[src/include/replay_split_map.svh]
`ifndef REPLAY_SPLIT_MAP_SVH
`define REPLAY_SPLIT_MAP_SVH

// event-selection register fields
`define RS_CODE_MSB 31
`define RS_CODE_LSB 25
`define RS_MASK_MSB 24
`define RS_MASK_LSB 9
`define RS_MASK_W 16

// event codes
`define RS_CODE_SPLIT_DONE 7'h08
`define RS_CODE_LOAD_REPLAY 7'h04
`define RS_CODE_STORE_REPLAY 7'h05

// event mask bit positions
`define RS_LOAD_SPLIT_COMPLETED_BIT 0
`define RS_STORE_SPLIT_COMPLETED_BIT 1
`define RS_SPLIT_LOAD_CAUSE_BIT 1
`define RS_SPLIT_STORE_CAUSE_BIT 1

// counter configuration selector field and values
`define RS_SEL_MSB 15
`define RS_SEL_LSB 13
`define RS_SEL_SPLIT 3'h2
`define RS_SEL_ORDER 3'h2

// counters served by each selection register
`define RS_ORDER_A_CTR0 0
`define RS_ORDER_A_CTR1 1
`define RS_ORDER_B_CTR0 2
`define RS_ORDER_B_CTR1 3
`define RS_SPLIT_A_CTR0 8
`define RS_SPLIT_A_CTR1 9
`define RS_SPLIT_B_CTR0 10
`define RS_SPLIT_B_CTR1 11
`define RS_NUM_COUNTERS 12

`endif

[src/include/replay_split_pkg.sv]
package replay_split_pkg;

  typedef enum logic [3:0] {
    CLS_NONE        = 4'b0001,
    CLS_SPLIT_DONE  = 4'b0010,
    CLS_LOAD_REPLAY = 4'b0100,
    CLS_STORE_REPLAY = 4'b1000
  } event_class_e;

  // selection register index
  typedef logic [1:0] sel_idx_t;

  typedef struct packed {
    logic [11:0] inc;
    logic [3:0]  hit;
  } sel_state_s;

  function automatic event_class_e decode_class(input logic [6:0] code);
    event_class_e c;
    c = CLS_NONE;
    if (code == 7'h08) c = CLS_SPLIT_DONE;
    else if (code == 7'h04) c = CLS_LOAD_REPLAY;
    else if (code == 7'h05) c = CLS_STORE_REPLAY;
    return c;
  endfunction : decode_class

endpackage : replay_split_pkg

[src/include/event_selection_control_reg_match_if.sv]
`timescale 1ns/100ps
interface sel_match_if;
  logic [31:0] sel;
  logic        split_load_cause_bit;
  logic        split_load_cause_bit_ucwc;
  logic        split_store_cause_bit;
  logic [15:0] ld_cause;
  logic [15:0] st_cause;
  logic [15:0] order_cause;
  logic        at_retire;
  logic        hit;

  modport decoder (
    input  sel, split_load_cause_bit, split_load_cause_bit_ucwc, split_store_cause_bit, ld_cause, st_cause, order_cause, at_retire,
    output hit
  );
  modport owner (
    output sel, split_load_cause_bit, split_load_cause_bit_ucwc, split_store_cause_bit, ld_cause, st_cause, order_cause, at_retire,
    input  hit
  );
endinterface : sel_match_if

[src/hw/event_selection_control_reg_match.sv]
`timescale 1ns/100ps
`include "replay_split_map.svh"
module sel_match #(
  parameter bit         ORDER_GROUP = 1'b0,
  parameter bit         IS_B        = 1'b0,
  parameter logic [6:0] ORDER_CODE  = 7'h03
) (
  sel_match_if.decoder m
);
  logic [6:0]              code;
  logic [`RS_MASK_W-1:0]   mask;
  replay_split_pkg::event_class_e cls;
  logic                    replay_ok;

  assign code = m.sel[`RS_CODE_MSB:`RS_CODE_LSB];
  assign mask = m.sel[`RS_MASK_MSB:`RS_MASK_LSB];
  assign cls  = replay_split_pkg::decode_class(code);
  // at-retirement replays are only delivered through the second register
  assign replay_ok = IS_B || !m.at_retire;

  always_comb begin
    m.hit = 1'b0;
    if (ORDER_GROUP) begin
      m.hit = (code == ORDER_CODE) && |(m.order_cause & mask);
    end else begin
      unique case (cls)
        replay_split_pkg::CLS_SPLIT_DONE: begin
          m.hit = (mask[`RS_LOAD_SPLIT_COMPLETED_BIT] && m.split_load_cause_bit && !m.split_load_cause_bit_ucwc) ||
                  (mask[`RS_STORE_SPLIT_COMPLETED_BIT] && m.split_store_cause_bit);
        end
        replay_split_pkg::CLS_LOAD_REPLAY: begin
          m.hit = replay_ok && |(m.ld_cause & mask);
        end
        replay_split_pkg::CLS_STORE_REPLAY: begin
          m.hit = replay_ok && |(m.st_cause & mask);
        end
        replay_split_pkg::CLS_NONE: begin
          m.hit = 1'b0;
        end
      endcase
    end
  end
endmodule : sel_match

[src/hw/replay_split_event_select.sv]
// Function
// - The split-completion event counts split loads and split stores chosen by mask bits, never uncacheable split loads.
// - Code 08H with mask bit 0 counts completed split loads, not uncacheable or write-combining ones.
// - Code 08H with mask bit 1 counts every completed split store.
// - Code 04H with mask bit 1 counts load-port replays caused by split loads.
// - Code 05H with mask bit 1 counts store-port replays caused by split stores.
// - Replay events count only when the replay cause matches a set bit of the 16-bit mask.
// - The ordering-buffer load-replay event fires when the ordering buffer replays a load, gated by mask.
// - Ordering-buffer events reach counters 0 and 1 via the first register and 2 and 3 via the second.
// - Split and port-replay events reach counters 8 and 9 via the first register and 10 and 11 via the second.
// - The event code is bits 31 down to 25 of the selection register.
`timescale 1ns/100ps
`include "replay_split_map.svh"
module replay_split_event_select #(
  parameter int         NUM_COUNTERS     = 12,
  // arbitrary default: the ordering-buffer code is not fixed here
  parameter logic [6:0] ORDER_EVENT_CODE = 7'h03
) (
  // clock and reset
  input  wire logic                          i_clk,
  input  wire logic                          i_rstn,
  // selection registers
  input  wire logic [31:0]                   i_split_access_select_reg_a,
  input  wire logic [31:0]                   i_split_access_select_reg_b,
  input  wire logic [31:0]                   i_ordering_buffer_select_reg_a,
  input  wire logic [31:0]                   i_ordering_buffer_select_reg_b,
  // counter configuration
  input  wire logic [NUM_COUNTERS-1:0][31:0] i_counter_config_control_reg,
  input  wire logic [NUM_COUNTERS-1:0]       i_counter_enable,
  // core conditions
  input  wire logic                          i_split_load_done,
  input  wire logic                          i_split_load_ucwc,
  input  wire logic                          i_split_store_done,
  input  wire logic [15:0]                   i_load_replay_cause,
  input  wire logic [15:0]                   i_store_replay_cause,
  input  wire logic [15:0]                   i_ordering_buffer_load_replay_cause,
  input  wire logic                          i_replay_at_retire,
  // results
  output logic      [NUM_COUNTERS-1:0]       o_count_inc,
  output logic      [3:0]                    o_event_hit
);
  localparam replay_split_pkg::sel_idx_t SPLIT_A = 2'h0;
  localparam replay_split_pkg::sel_idx_t SPLIT_B = 2'h1;
  localparam replay_split_pkg::sel_idx_t ORDER_A = 2'h2;
  localparam replay_split_pkg::sel_idx_t ORDER_B = 2'h3;

  if (NUM_COUNTERS != `RS_NUM_COUNTERS) begin : g_bad_count
    $error("NUM_COUNTERS must be 12");
  end

  replay_split_pkg::sel_state_s state_reg;
  replay_split_pkg::sel_state_s state_next;
  logic [3:0]  hit;
  logic [31:0] sel_word [4];

  assign sel_word[SPLIT_A] = i_split_access_select_reg_a;
  assign sel_word[SPLIT_B] = i_split_access_select_reg_b;
  assign sel_word[ORDER_A] = i_ordering_buffer_select_reg_a;
  assign sel_word[ORDER_B] = i_ordering_buffer_select_reg_b;

  // one decoder per selection register
  for (genvar g = 0; g < 4; g++) begin : g_dec
    sel_match_if mif ();
    assign mif.sel           = sel_word[g];
    assign mif.split_load_cause_bit      = i_split_load_done;
    assign mif.split_load_cause_bit_ucwc = i_split_load_ucwc;
    assign mif.split_store_cause_bit      = i_split_store_done;
    assign mif.ld_cause      = i_load_replay_cause;
    assign mif.st_cause      = i_store_replay_cause;
    assign mif.order_cause   = i_ordering_buffer_load_replay_cause;
    assign mif.at_retire     = i_replay_at_retire;
    assign hit[g]            = mif.hit;
    sel_match #(
      .ORDER_GROUP (g >= 2),
      .IS_B        (g % 2 == 1),
      .ORDER_CODE  (ORDER_EVENT_CODE)
    ) u_match (
      .m (mif.decoder)
    );
  end

  // which selection register feeds counter k, bit 2 = routed at all
  function automatic logic [2:0] ctr_source(input int k);
    logic [2:0] s;
    s = 3'h0;
    if (k == `RS_ORDER_A_CTR0 || k == `RS_ORDER_A_CTR1) s = {1'b1, ORDER_A};
    else if (k == `RS_ORDER_B_CTR0 || k == `RS_ORDER_B_CTR1) s = {1'b1, ORDER_B};
    else if (k == `RS_SPLIT_A_CTR0 || k == `RS_SPLIT_A_CTR1) s = {1'b1, SPLIT_A};
    else if (k == `RS_SPLIT_B_CTR0 || k == `RS_SPLIT_B_CTR1) s = {1'b1, SPLIT_B};
    return s;
  endfunction : ctr_source

  always_comb begin
    logic [2:0] src;
    logic [2:0] need;
    src        = 3'h0;
    need       = 3'h0;
    state_next = state_reg;
    state_next.hit = hit;
    for (int k = 0; k < NUM_COUNTERS; k++) begin
      src  = ctr_source(k);
      need = (src[1:0] >= ORDER_A) ? `RS_SEL_ORDER : `RS_SEL_SPLIT;
      state_next.inc[k] = src[2] && i_counter_enable[k] && hit[src[1:0]] &&
                          (i_counter_config_control_reg[k][`RS_SEL_MSB:`RS_SEL_LSB] == need);
    end
  end

  always_ff @(posedge i_clk or negedge i_rstn) begin
    if (!i_rstn) begin
      state_reg <= '0;
    end else begin
      state_reg <= state_next;
    end
  end

  assign o_count_inc = state_reg.inc;
  assign o_event_hit = state_reg.hit;

  // checks: conditions in one cycle, registered answer in the next, except p_unrouted_idle and p_order_idle, which look at registered outputs only
  property p_unrouted_idle;
    @(posedge i_clk) disable iff (!i_rstn)
      o_count_inc[7:4] == 4'h0;
  endproperty
  a_unrouted_idle: assert property (p_unrouted_idle) else $error("counter 4-7 fired");

  property p_split_load;
    @(posedge i_clk) disable iff (!i_rstn)
      (i_counter_enable[8] && i_counter_config_control_reg[8][15:13] == 3'h2 &&
       i_split_access_select_reg_a[31:25] == 7'h08 && i_split_access_select_reg_a[9] &&
       i_split_load_done && !i_split_load_ucwc) |=> o_count_inc[8];
  endproperty
  a_split_load: assert property (p_split_load) else $error("split load not counted");

  property p_split_load_ucwc;
    @(posedge i_clk) disable iff (!i_rstn)
      (i_split_access_select_reg_a[31:25] == 7'h08 && i_split_access_select_reg_a[24:9] == 16'h0001 &&
       i_split_load_ucwc) |=> !o_count_inc[8] && !o_count_inc[9];
  endproperty
  a_split_load_ucwc: assert property (p_split_load_ucwc) else $error("uncacheable split counted");

  property p_split_store;
    @(posedge i_clk) disable iff (!i_rstn)
      (i_counter_enable[11] && i_counter_config_control_reg[11][15:13] == 3'h2 &&
       i_split_access_select_reg_b[31:25] == 7'h08 && i_split_access_select_reg_b[10] &&
       i_split_store_done) |=> o_count_inc[11] && o_event_hit[1];
  endproperty
  a_split_store: assert property (p_split_store) else $error("split store not counted");

  property p_load_replay;
    @(posedge i_clk) disable iff (!i_rstn)
      (i_counter_enable[10] && i_counter_config_control_reg[10][15:13] == 3'h2 &&
       i_split_access_select_reg_b[31:25] == 7'h04 && i_split_access_select_reg_b[10] &&
       i_load_replay_cause[1]) |=> o_count_inc[10];
  endproperty
  a_load_replay: assert property (p_load_replay) else $error("load replay not counted");

  property p_store_replay;
    @(posedge i_clk) disable iff (!i_rstn)
      (i_counter_enable[9] && i_counter_config_control_reg[9][15:13] == 3'h2 && !i_replay_at_retire &&
       i_split_access_select_reg_a[31:25] == 7'h05 && i_split_access_select_reg_a[10] &&
       i_store_replay_cause[1]) |=> o_count_inc[9];
  endproperty
  a_store_replay: assert property (p_store_replay) else $error("store replay not counted");

  property p_mask_gate;
    @(posedge i_clk) disable iff (!i_rstn)
      (i_split_access_select_reg_b[31:25] == 7'h04 &&
       (i_load_replay_cause & i_split_access_select_reg_b[24:9]) == 16'h0000) |=> !o_event_hit[1];
  endproperty
  a_mask_gate: assert property (p_mask_gate) else $error("unmasked replay counted");

  // counter 2 counts via the second ordering register and counter 0 stays idle while the first cannot match
  property p_order_replay;
    @(posedge i_clk) disable iff (!i_rstn)
      (i_counter_enable[2] && i_counter_config_control_reg[2][15:13] == 3'h2 &&
       i_ordering_buffer_select_reg_a[31:25] != ORDER_EVENT_CODE &&
       i_ordering_buffer_select_reg_b[31:25] == ORDER_EVENT_CODE &&
       |(i_ordering_buffer_load_replay_cause & i_ordering_buffer_select_reg_b[24:9]))
      |=> o_count_inc[2] && !o_count_inc[0];
  endproperty
  a_order_replay: assert property (p_order_replay) else $error("ordering replay misrouted");

  property p_selector;
    @(posedge i_clk) disable iff (!i_rstn)
      (i_counter_config_control_reg[8][15:13] != 3'h2) |=> !o_count_inc[8];
  endproperty
  a_selector: assert property (p_selector) else $error("wrong selector counted");

  property p_code_field;
    @(posedge i_clk) disable iff (!i_rstn)
      (i_split_access_select_reg_a[31:25] != 7'h08 && i_split_access_select_reg_a[31:25] != 7'h04 &&
       i_split_access_select_reg_a[31:25] != 7'h05) |=> !o_event_hit[0] [*1] ##0 !o_count_inc[8];
  endproperty
  a_code_field: assert property (p_code_field) else $error("unknown code counted");

  property p_order_idle;
    @(posedge i_clk) disable iff (!i_rstn)
      (!o_event_hit[2] && !o_event_hit[3]) |-> o_count_inc[3:0] == 4'h0;
  endproperty
  a_order_idle: assert property (p_order_idle) else $error("counter 0-3 without event");

  property p_order_a_route;
    @(posedge i_clk) disable iff (!i_rstn)
      (i_counter_enable[1] && i_counter_config_control_reg[1][15:13] == 3'h2 &&
       i_ordering_buffer_select_reg_a[31:25] == ORDER_EVENT_CODE &&
       |(i_ordering_buffer_load_replay_cause & i_ordering_buffer_select_reg_a[24:9]))
      |=> o_count_inc[1] && o_event_hit[2];
  endproperty
  a_order_a_route: assert property (p_order_a_route) else $error("first ordering register misrouted");

  // software should use the second register here; the first one drops these replays
  property p_retire_gate;
    @(posedge i_clk) disable iff (!i_rstn)
      (i_replay_at_retire &&
       (i_split_access_select_reg_a[31:25] == 7'h04 || i_split_access_select_reg_a[31:25] == 7'h05))
      |=> !o_event_hit[0] && !o_count_inc[8] && !o_count_inc[9];
  endproperty
  a_retire_gate: assert property (p_retire_gate) else $error("at-retire replay via first register");

  property p_split_any_store;
    @(posedge i_clk) disable iff (!i_rstn)
      (i_counter_enable[9] && i_counter_config_control_reg[9][15:13] == 3'h2 &&
       i_split_access_select_reg_a[31:25] == 7'h08 && i_split_access_select_reg_a[10] &&
       i_split_store_done) |=> o_count_inc[9] && o_event_hit[0];
  endproperty
  a_split_any_store: assert property (p_split_any_store) else $error("split completion missed");

  c_split_load: cover property (@(posedge i_clk) disable iff (!i_rstn) o_count_inc[8]);
  c_load_replay: cover property (@(posedge i_clk) disable iff (!i_rstn) o_count_inc[10]);
  c_order_replay: cover property (@(posedge i_clk) disable iff (!i_rstn) o_count_inc[0] ##1 o_count_inc[2]);
  c_store_replay: cover property (@(posedge i_clk) disable iff (!i_rstn) o_count_inc[9] && o_event_hit[0]);
  c_retire_b: cover property (@(posedge i_clk) disable iff (!i_rstn) i_replay_at_retire ##1 o_count_inc[10]);
endmodule : replay_split_event_select

[config.mk]
export PLATFORM = sky130hd
export DESIGN_NAME = replay_split_event_select
export DESIGN_NICKNAME = d
export VERILOG_FILES = /design/src/include/replay_split_pkg.sv /design/src/include/event_selection_control_reg_match_if.sv /design/src/hw/event_selection_control_reg_match.sv /design/src/hw/replay_split_event_select.sv
export VERILOG_INCLUDE_DIRS = /design/src /design/src/include
export SDC_FILE = /design/constraint.sdc
export NUM_CORES = 1
export LEC_CHECK = 0
export BUFFER_PORTS_ARGS = -buffer_cell sky130_fd_sc_hd__clkbuf_2
export CAP_MARGIN = 20
export CORE_AREA = 2 2 230 232
export CTS_CLUSTER_DIAMETER = 100
export CTS_CLUSTER_SIZE = 14
export DETAILED_ROUTE_END_ITERATION = 7
export DIE_AREA = 0 0 232 234
export HOLD_SLACK_MARGIN = 0.03
export REMOVE_ABC_BUFFERS = 1
export SLEW_MARGIN = 20
export SYNTH_ARGS = -nofsm -noshare
export SYNTH_HDL_FRONTEND = slang
export SYNTH_SLANG_ARGS = --single-unit
[constraint.sdc]
create_clock -name i_clk -period 0.8 [get_ports i_clk]
set_input_delay 0.08 -clock i_clk [delete_from_list [all_inputs] [get_ports i_clk]]
set_output_delay 0.08 -clock i_clk [all_outputs]
set_load 0.03 [all_outputs]
==> metrics.txt, run 1 <==
result of the run=finished, violations left; failing checks=setup timing; global-route wire length before repair=slightly below 20000 um; HPWL after detailed placement=between 15000 and 20000 um; commonest register cell after synthesis=dfrtp_1; class of the tightest hold or removal check=in2reg; endpoint type of the worst setup path=flop; cell area reported after detailed placement=~3200 um^2; worst hold margin=123 ps; Clock Tree Buf Depth=2; RD Place Congestion=0.876; Pins Over Slew Limit=0; dpl cells=1032; worst IR drop on VDD=0.523 mV; antenna violations before repair=13; number of unique standard cell types used by synthesis=29; number of instances on the worst hold path=2; Setup crit start kind=input port; Maximum Capacitance Violations=0; post-synthesis async set-or-reset flop share=100%; Die Ht=234 um; leading cell type in the layout, fill and taps excluded=clkbuf_2; Total Routed Length=between 15000 and 20000 um; area of the core=52000 um^2; Min-Delay Endpoint=o_event_hit[3]; largest net degree at the start of global routing=13; FILL cells=6170; number of warnings printed during yosys synthesis=0; worst hold start=i_ordering_buffer_select_reg_b[26]; WL per Instance=15.3 um; Clock Pin Slew Worst Setup and Hold Paths=50 ps; overall overflow remaining after global route=0; normalized max-slew margin=between 50% and 60%; flip-flop and latch count after synthesis=12; Data arrival, critical path=1590 ps; most used cells in the layout excluding fill and tap cells=clkbuf_2, buf_4, a22o_1, a22oi_1, buf_8; critical path peak fanout=3; leakage dissipation=1.51 nW; die outline width=232 um; Syn Area/Cell=approximately 9.5 um^2; CP Class=in2reg; Least-Margin Pin Slew=620 ps; via density per instance=2.14; Fmax=689 MHz; setup repair after global routing missed its margin=true; required time of the worst setup path=930 ps; sequential area share after synthesis=27.1%; H-Tree Depth=1; starting density of the core=2.13%; cell area power density=745 nW/um^2; DR vias=2241; number of synthesized flops with an enable pin=0; floorplan row count=84; area growth from synthesis to layout=223%; 1st-pass router iterations=4; total of buffers placed on input and output ports=189; clock sink count=12; number of global-route vias before repair=2304; CTS Root Cell=clkbuf_16; number of design rule violations left after detail routing=0; core occupancy in the finished layout=6.89%; dpl ws=-1050 ps; ANT nets after route=0; final instance area=3580 um^2; total CTS buffers=3; count of non-filler cells in the finished layout=1049; final setup violation count=24; post-synthesis instance area=1110 um^2; die area=between 50000 and 60000 um^2; FF+latch area=approximately 300 um^2; gate count after technology mapping=around 120; minimum clock period after layout=between 1000 and 1500 ps; worst setup margin=-652 ps; CTS tree=yes; final hold viol count=0; total routing resource utilization after global routing=under 10%; share of the clock period used by the worst path after layout=182%; area used by multi-input combinational logic=885 um^2; final total power=2.67 mW; top-level port count=594; First DRT Iteration DRCs=about 110; Total Nets Final=931; Total Negative Setup Slacks=-5100 ps; proportion of layout cells with a drive suffix above 1=72.4%
==> worst max-delay path by stage <==
| stage | endpoint | slack (ps) | from | cells past startpoint |
|---|---|---|---|---|
| detailed placement | o_count_inc[8] | -1050 | i_split_access_select_reg_a[16] | 6 |
| CTS | o_count_inc[8] | -700 | i_load_replay_cause[7] | 6 |
| finish | o_count_inc[8] | -650 | i_split_access_select_reg_a[16] | 6 |
| global placement | o_count_inc[9] | -1040 | i_split_access_select_reg_a[16] | 6 |
| floorplan | o_count_inc[10] | -420 | i_load_replay_cause[0] | 5 |
| global route | o_count_inc[9] | -720 | i_split_access_select_reg_a[16] | 6 |
==> what timing repair did <==
| item | CTS | global route |
|---|---|---|
| hold buffers | 1 | 0 |
| gates resized for setup | 39 | 26 |
| hold endpoints to repair | 12 | 0 |
| pin swaps | 14 | 11 |
| endpoints found under the setup margin | 24 | 24 |
| buffers inserted | 4 | 2 |
==> registers in the layout, summed over array words and instances (netlist names) <==
register,count
o_count_inc,8
o_event_hit,4
==> power by group <==
part | total (mW) | internal (mW) | leakage [nW] | switching (mW)
clock network | 0.930 | 0.653 | 0.0370 | 0.277
logic | 1.13 | 0.626 | 1.31 | 0.501
registers | 0.613 | 0.611 | 0.168 | 0.00181
==> critical path, cell delays in order <==
cell and delay (ps):
buf_6 90, a222oi_1 590, nand3_1 220, a2111oi_4 270
o22ai_2 130, and3_4 190
==> layer usage <==
metal / part of all wire (%) / global-route usage (%)
met4: 1.9 / 1.76
met5: 0.43 / 0
met3: 13 / 2.86
met2: 50 / 10.2
met1: 35 / 5.80
==> final cells by class <==
cell class / count / share of cell area [%]
multi-input cells: 103 / 24.7
clock buffers: 3 / 2.09
diodes: 10 / 0.698
repair buffers: 232 / 40.0
inverters: 1 / 0.105
flip-flops and latches: 12 / 8.38
well taps: 688 / 24.0
==> cells in the mapped netlist (3+ instances only) <==
master / number / area share [%]
a22o_1: 14 / 11
a22oi_1: 14 / 9.5
a221oi_1: 12 / 9.5
dfrtp_1: 12 / 27
nand2_1: 7 / 2.4
nor2_1: 6 / 2.0
nor4bb_1: 6 / 5.4
and2_1: 5 / 2.8
nand4_1: 5 / 2.8
a222oi_1: 4 / 3.6
buf_4: 4 / 2.7
nand3_1: 3 / 1.4
nor3_1: 3 / 1.4
==> cells by family after synthesis <==
family | after synthesis | share of synthesized area (%)
compound gates | 53 | 43.2
simple gates | 46 | 26.3
flops | 12 | 27.1
buf+inv | 5 | 3.05
other cells | 1 | 0.338
Power figures use the tool's default switching activity.
==> run 2: changes to the inputs <==
Settings changed: CORE_AREA 2 2 230 232 to 2 2 234 236, DIE_AREA 0 0 232 234 to 0 0 236 238.
Clock period 0.8 ns to 1.85 ns, I/O delays scaled along.
==> run 2 against run 1 <==
  * The run now ends clean
  * Sequential share of layout area is 1.4 points higher
  * Sequential power is 57% lower
  * Clock power is 54% lower
  * Critical path depth stayed put
  * Highest routed layer unchanged
==> metrics.txt, run 2 (synthesized netlist as in run 1, its figures left out) <==
switching power share of the total=29.9% (+0.64 points); Total Routed Length=9780 um (-39%); RD Place Congestion=0.801 (-8.6%); share of the clock period used by the worst path after layout=85.6%; final total power=1.08 mW (-60%); cell area power density=351 nW/um^2 (-53%); antenna violations before repair=3 (-10); part of the total power dissipated in the clock network=40.1% (+5.3 points); Clock Tree Buf Depth=2 (unchanged); number of flip-flops under the largest register name=8 (unchanged); Data arrival, critical path=1690 ps (+100 ps); result of the run=finished, final reports clean; dpl ws=-45.1 ps (+1010 ps); total CTS buffers=3 (unchanged); FILL cells=6322 (+2.5%); antenna cell count=0 (-10); floorplan row count=85 (+1.2%); DR vias=1978 (-12%); required time of the worst setup path=1960 ps (+1030 ps); leading cell type in the layout, fill and taps excluded=clkbuf_2; area used by multi-input combinational logic=786 um^2 (-11%); core occupancy in the finished layout=5.73% (-1.2 points); number of global-route vias before repair=1999 (-13%); worst setup margin=266 ps (+918 ps); die outline width=236 um (+1.7%); overall overflow remaining after global route=0 (unchanged); Setup crit start kind=input port; die area=56200 um^2 (+3.5%); 1st-pass router iterations=5 (+1); worst IR drop on VDD=0.188 mV (-64%); area growth from synthesis to layout=177%; top-level port count=594 (unchanged); WL per Instance=9.63 um (-37%); Pins Over Slew Limit=0 (unchanged); proportion of layout cells with a drive suffix above 1=64.6% (-7.8 points); final setup violation count=0 (-100%); H-Tree Depth=1 (unchanged); Maximum Capacitance Violations=0 (unchanged); FF+latch area=300 um^2 (unchanged); CP Class=in2reg; number of design rule violations left after detail routing=0 (unchanged); First DRT Iteration DRCs=66 (-41%); HPWL after detailed placement=9160 um (-40%); CTS Root Cell=clkbuf_16; number of instances on the worst hold path=3 (+1); Min-Delay Endpoint=o_count_inc[10]; leakage dissipation=1.30 nW (-14%); final hold viol count=0 (unchanged); CTS tree=yes; # resized after CTS=0 (-100%); net switching power=0.321 mW (-59%); worst hold start=i_counter_config_control_reg[334]; endpoint type of the worst setup path=flop; normalized max-slew margin=60.9% (+2.2 points); starting density of the core=2.07% (-0.059 points); most used cells in the layout excluding fill and tap cells=clkbuf_2, a22o_1, a22oi_1; via density per instance=1.95 (-8.8%); combinational share of power=35.3% (-6.9 points); Int Pwr=0.755 mW (-60%); ANT nets after route=0 (unchanged); global-route wire length before repair=12700 um (-36%); Total Negative Setup Slacks=0 ps (+5100 ps); setup repair after global routing missed its margin=false; largest net degree at the start of global routing=13 (unchanged); Die Ht=238 um (+1.7%); clock sink count=12 (unchanged); area of the core=53500 um^2 (+2.8%); minimum clock period after layout=1580 ps; total of buffers placed on input and output ports=189 (unchanged); critical path peak fanout=3 (unchanged); Fmax=631 MHz; Least-Margin Pin Slew=584 ps (-35.7 ps); total routing resource utilization after global routing=3.37% (-2.3 points); Clock Pin Slew Worst Setup and Hold Paths=50 ps (about the same); Total Nets Final=899 (-3.4%); Flop pwr share=24.5% (+1.6 points); class of the tightest hold or removal check=in2reg
## run 2: metrics by stage
stage | std cells | hold slack (ps) | instance area, um^2
2_1_floorplan | 116 | -111 | 1090
3_3_place_gp | 1011 | 154 | 2980
3_5_place_dp | 1011 | 159 | 2980
4_1_cts | 1015 | 156 | 3070
5_1_grt | 1015 | 182 | 3070
6_report | 1015 | 168 | 3070
## run 2: layout make-up
class	instances	share of cell area (%)
Sequential cell	12	9.79
Clock buffer	3	2.45
Inverter	1	0.122
Tap cell	696	28.4
Multi-Input combinational cell	103	25.6
Timing Repair Buffer	200	33.6
## run 2: worst max-delay path by stage
stage               slack (ps)  cells after the start         endpoint                       startpoint
global route               190                      6  o_count_inc[10]  i_split_access_select_reg_b[21]
detailed placement         -50                      6  o_count_inc[11]  i_split_access_select_reg_b[21]
finish                     270                      6  o_count_inc[10]  i_split_access_select_reg_b[21]
CTS                        220                      6  o_count_inc[10]  i_split_access_select_reg_b[21]
floorplan                  520                      5  o_count_inc[10]           i_load_replay_cause[0]
global placement           -60                      6  o_count_inc[10]  i_split_access_select_reg_b[21]
## run 2: routing by layer
layer  global-route usage (%)  wire, um  up-vias
met4                    0.232        29        6
met5                        0        37        -
met2                     5.71      4600      157
met3                     1.72      1080        8
met1                     3.93      4030      875
li1                         -         -      932
## run 2: timing repair
action                                 in CTS  in global routing
hold buffers                                1                  0
setup buffers                               0                  0
endpoints found under the hold margin      12                  0
## run 2: power by group through the flow
stage	Sequential (mW)	Clock, mW	Combinational, mW
2_1_floorplan	0.270	0	0.102
3_3_place_gp	0.268	0	0.380
3_5_place_dp	0.268	0	0.380
4_1_cts	0.264	0.466	0.383
5_1_grt	0.264	0.481	0.416
6_report	0.264	0.432	0.380
## run 2: worst max-delay path: stages
cell	delay, ps
clkbuf_2	90
a22o_1	230
a221oi_1	300
nand4_1	220
o211ai_1	530
nor3_1	130
==> run 3: changes to the inputs <==
Settings changed: CORE_AREA 2 2 234 236 to 2 2 230 232, DIE_AREA 0 0 236 238 to 0 0 232 234.
Clock period 1.85 ns to 1.65 ns, I/O delays scaled along.
==> run 3 against run 2 <==
  * Cell area rose by 0.12%
  * Final cell count barely moved
  * Core utilization rose by 0.17 points
  * Clock power rose by 20%
  * Critical path type unchanged
  * Critical endpoint unchanged
==> metrics.txt, run 3 (synthesized netlist as in run 1, its figures left out) <==
result of the run=finished, final reports clean; class of the tightest hold or removal check=in2reg; CTS tree=yes; RD Place Congestion=0.904 (+13%); most used cells in the layout excluding fill and tap cells=clkbuf_2, a22o_1, a22oi_1; required time of the worst setup path=1790 ps (-170 ps); Maximum Capacitance Violations=0 (unchanged); Setup crit start kind=input port; First DRT Iteration DRCs=165 (+150%); worst setup margin=283 ps (+17.7 ps); floorplan row count=84 (-1.2%); endpoint type of the worst setup path=flop; critical path peak fanout=3 (unchanged); Clock Pin Slew Worst Setup and Hold Paths=50 ps (about the same); total setup buffers inserted after CTS=0 (unchanged); starting density of the core=2.13% (+0.059 points); # resized after CTS=0 (unchanged); die outline width=232 um (-1.7%); share of the clock period used by the worst path after layout=82.8%; HPWL after detailed placement=14800 um (+61%); area of the core=52000 um^2 (-2.7%); CTS Root Cell=clkbuf_16; CP Class=in2reg; DR vias=2113 (+6.8%); FILL cells=6192 (-2.1%); final setup violation count=0 (unchanged); Data arrival, critical path=1500 ps (-190 ps); cell area power density=407 nW/um^2 (+16%); leading cell type in the layout, fill and taps excluded=clkbuf_2; via density per instance=2.08 (+6.7%); total routing resource utilization after global routing=5.48% (+2.1 points); clock sink count=12 (unchanged); total of buffers placed on input and output ports=189 (unchanged); area growth from synthesis to layout=177%; Pins Over Slew Limit=0 (unchanged); antenna violations before repair=19 (+16); leakage dissipation=1.29 nW (-1.1%); dpl cells=999 (-1.2%); worst IR drop on VDD=0.292 mV (+55%); proportion of layout cells with a drive suffix above 1=64.2% (-0.34 points); number of global-route vias before repair=2171 (+8.6%); minimum clock period after layout=1370 ps; Total Negative Setup Slacks=0 ps (unchanged); overall overflow remaining after global route=0 (unchanged); WL per Instance=15.2 um (+58%); top-level port count=594 (unchanged); global-route wire length before repair=18800 um (+48%); dpl ws=-9.46 ps (+35.6 ps); number of flip-flops under the largest register name=8 (unchanged); count of non-filler cells in the finished layout=1016 (+0.099%); setup repair after global routing missed its margin=false; final hold viol count=0 (unchanged); number of design rule violations left after detail routing=0 (unchanged); Total Routed Length=15500 um (+58%); die area=54300 um^2 (-3.3%); H-Tree Depth=1 (unchanged); Fmax=732 MHz; total CTS buffers=3 (unchanged); Clock Tree Buf Depth=2 (unchanged); Total Nets Final=895 (-0.44%); 1st-pass router iterations=5 (unchanged); ANT nets after route=0 (unchanged); Die Ht=234 um (-1.7%); largest net degree at the start of global routing=13 (unchanged)
-- run 3: worst max-delay path, stage by stage --
cell	delay, ps
clkbuf_2	120
a22o_1	230
a221oi_2	200
o2111ai_1	200
a2111oi_4	340
buf_4	190
nor3_1	50
-- run 3: final timing paths --
kind                                                   start         endpoint  depth (start not counted)
max in group asynchronous                             i_rstn  o_count_inc[10]                          2
min                        i_counter_config_control_reg[334]  o_count_inc[10]                          3
min in group asynchronous                             i_rstn   o_count_inc[9]                          2
max                           i_split_access_select_reg_b[9]  o_count_inc[10]                          7
-- run 3: final cells by class --
class / instances / area [um^2] / share of cell area (%)
Tap cell: 688 / 861 / 28.0
Sequential cell: 12 / 300 / 9.78
Clock buffer: 4 / 88.8 / 2.89
Antenna cell: 12 / 30.0 / 0.978
Inverter: 1 / 3.75 / 0.122
Timing Repair Buffer: 196 / 1000 / 32.6
Multi-Input combinational cell: 103 / 786 / 25.6
-- run 3: layer usage --
layer | share of wire (%) | up-vias | global-route usage, % | routed length, um
met4 | 2.6 | 12 | 1.80 | 399
met1 | 34 | 941 | 4.90 | 5280
met3 | 13 | 32 | 3.50 | 1940
met2 | 50 | 192 | 10.0 | 7760
met5 | 0.52 | - | 0 | 80
li1 | - | 936 | - | -
-- run 3: power breakdown --
| part | switching, mW | internal, mW |
|---|---|---|
| Clock | 0.151 | 0.368 |
| Sequential | 0.000322 | 0.296 |
| Combinational | 0.205 | 0.230 |
-- run 3: stage by stage --
stage	power [mW]	util, %	instance area (um^2)	hold WS (ps)
3_5_place_dp	0.735	5.65	2940	107
4_1_cts	1.29	5.84	3040	151
3_3_place_gp	0.731	5.65	2940	102
6_report	1.25	5.90	3070	156
2_1_floorplan	0.417	-	1090	-131
5_1_grt	1.33	5.86	3050	155
-- run 3: what timing repair did --
item | 4_1_cts | 5_1_grt
hold endpoints to repair | 12 | 0
endpoints found under the setup margin | 0 | 0
hold buffers | 1 | 0
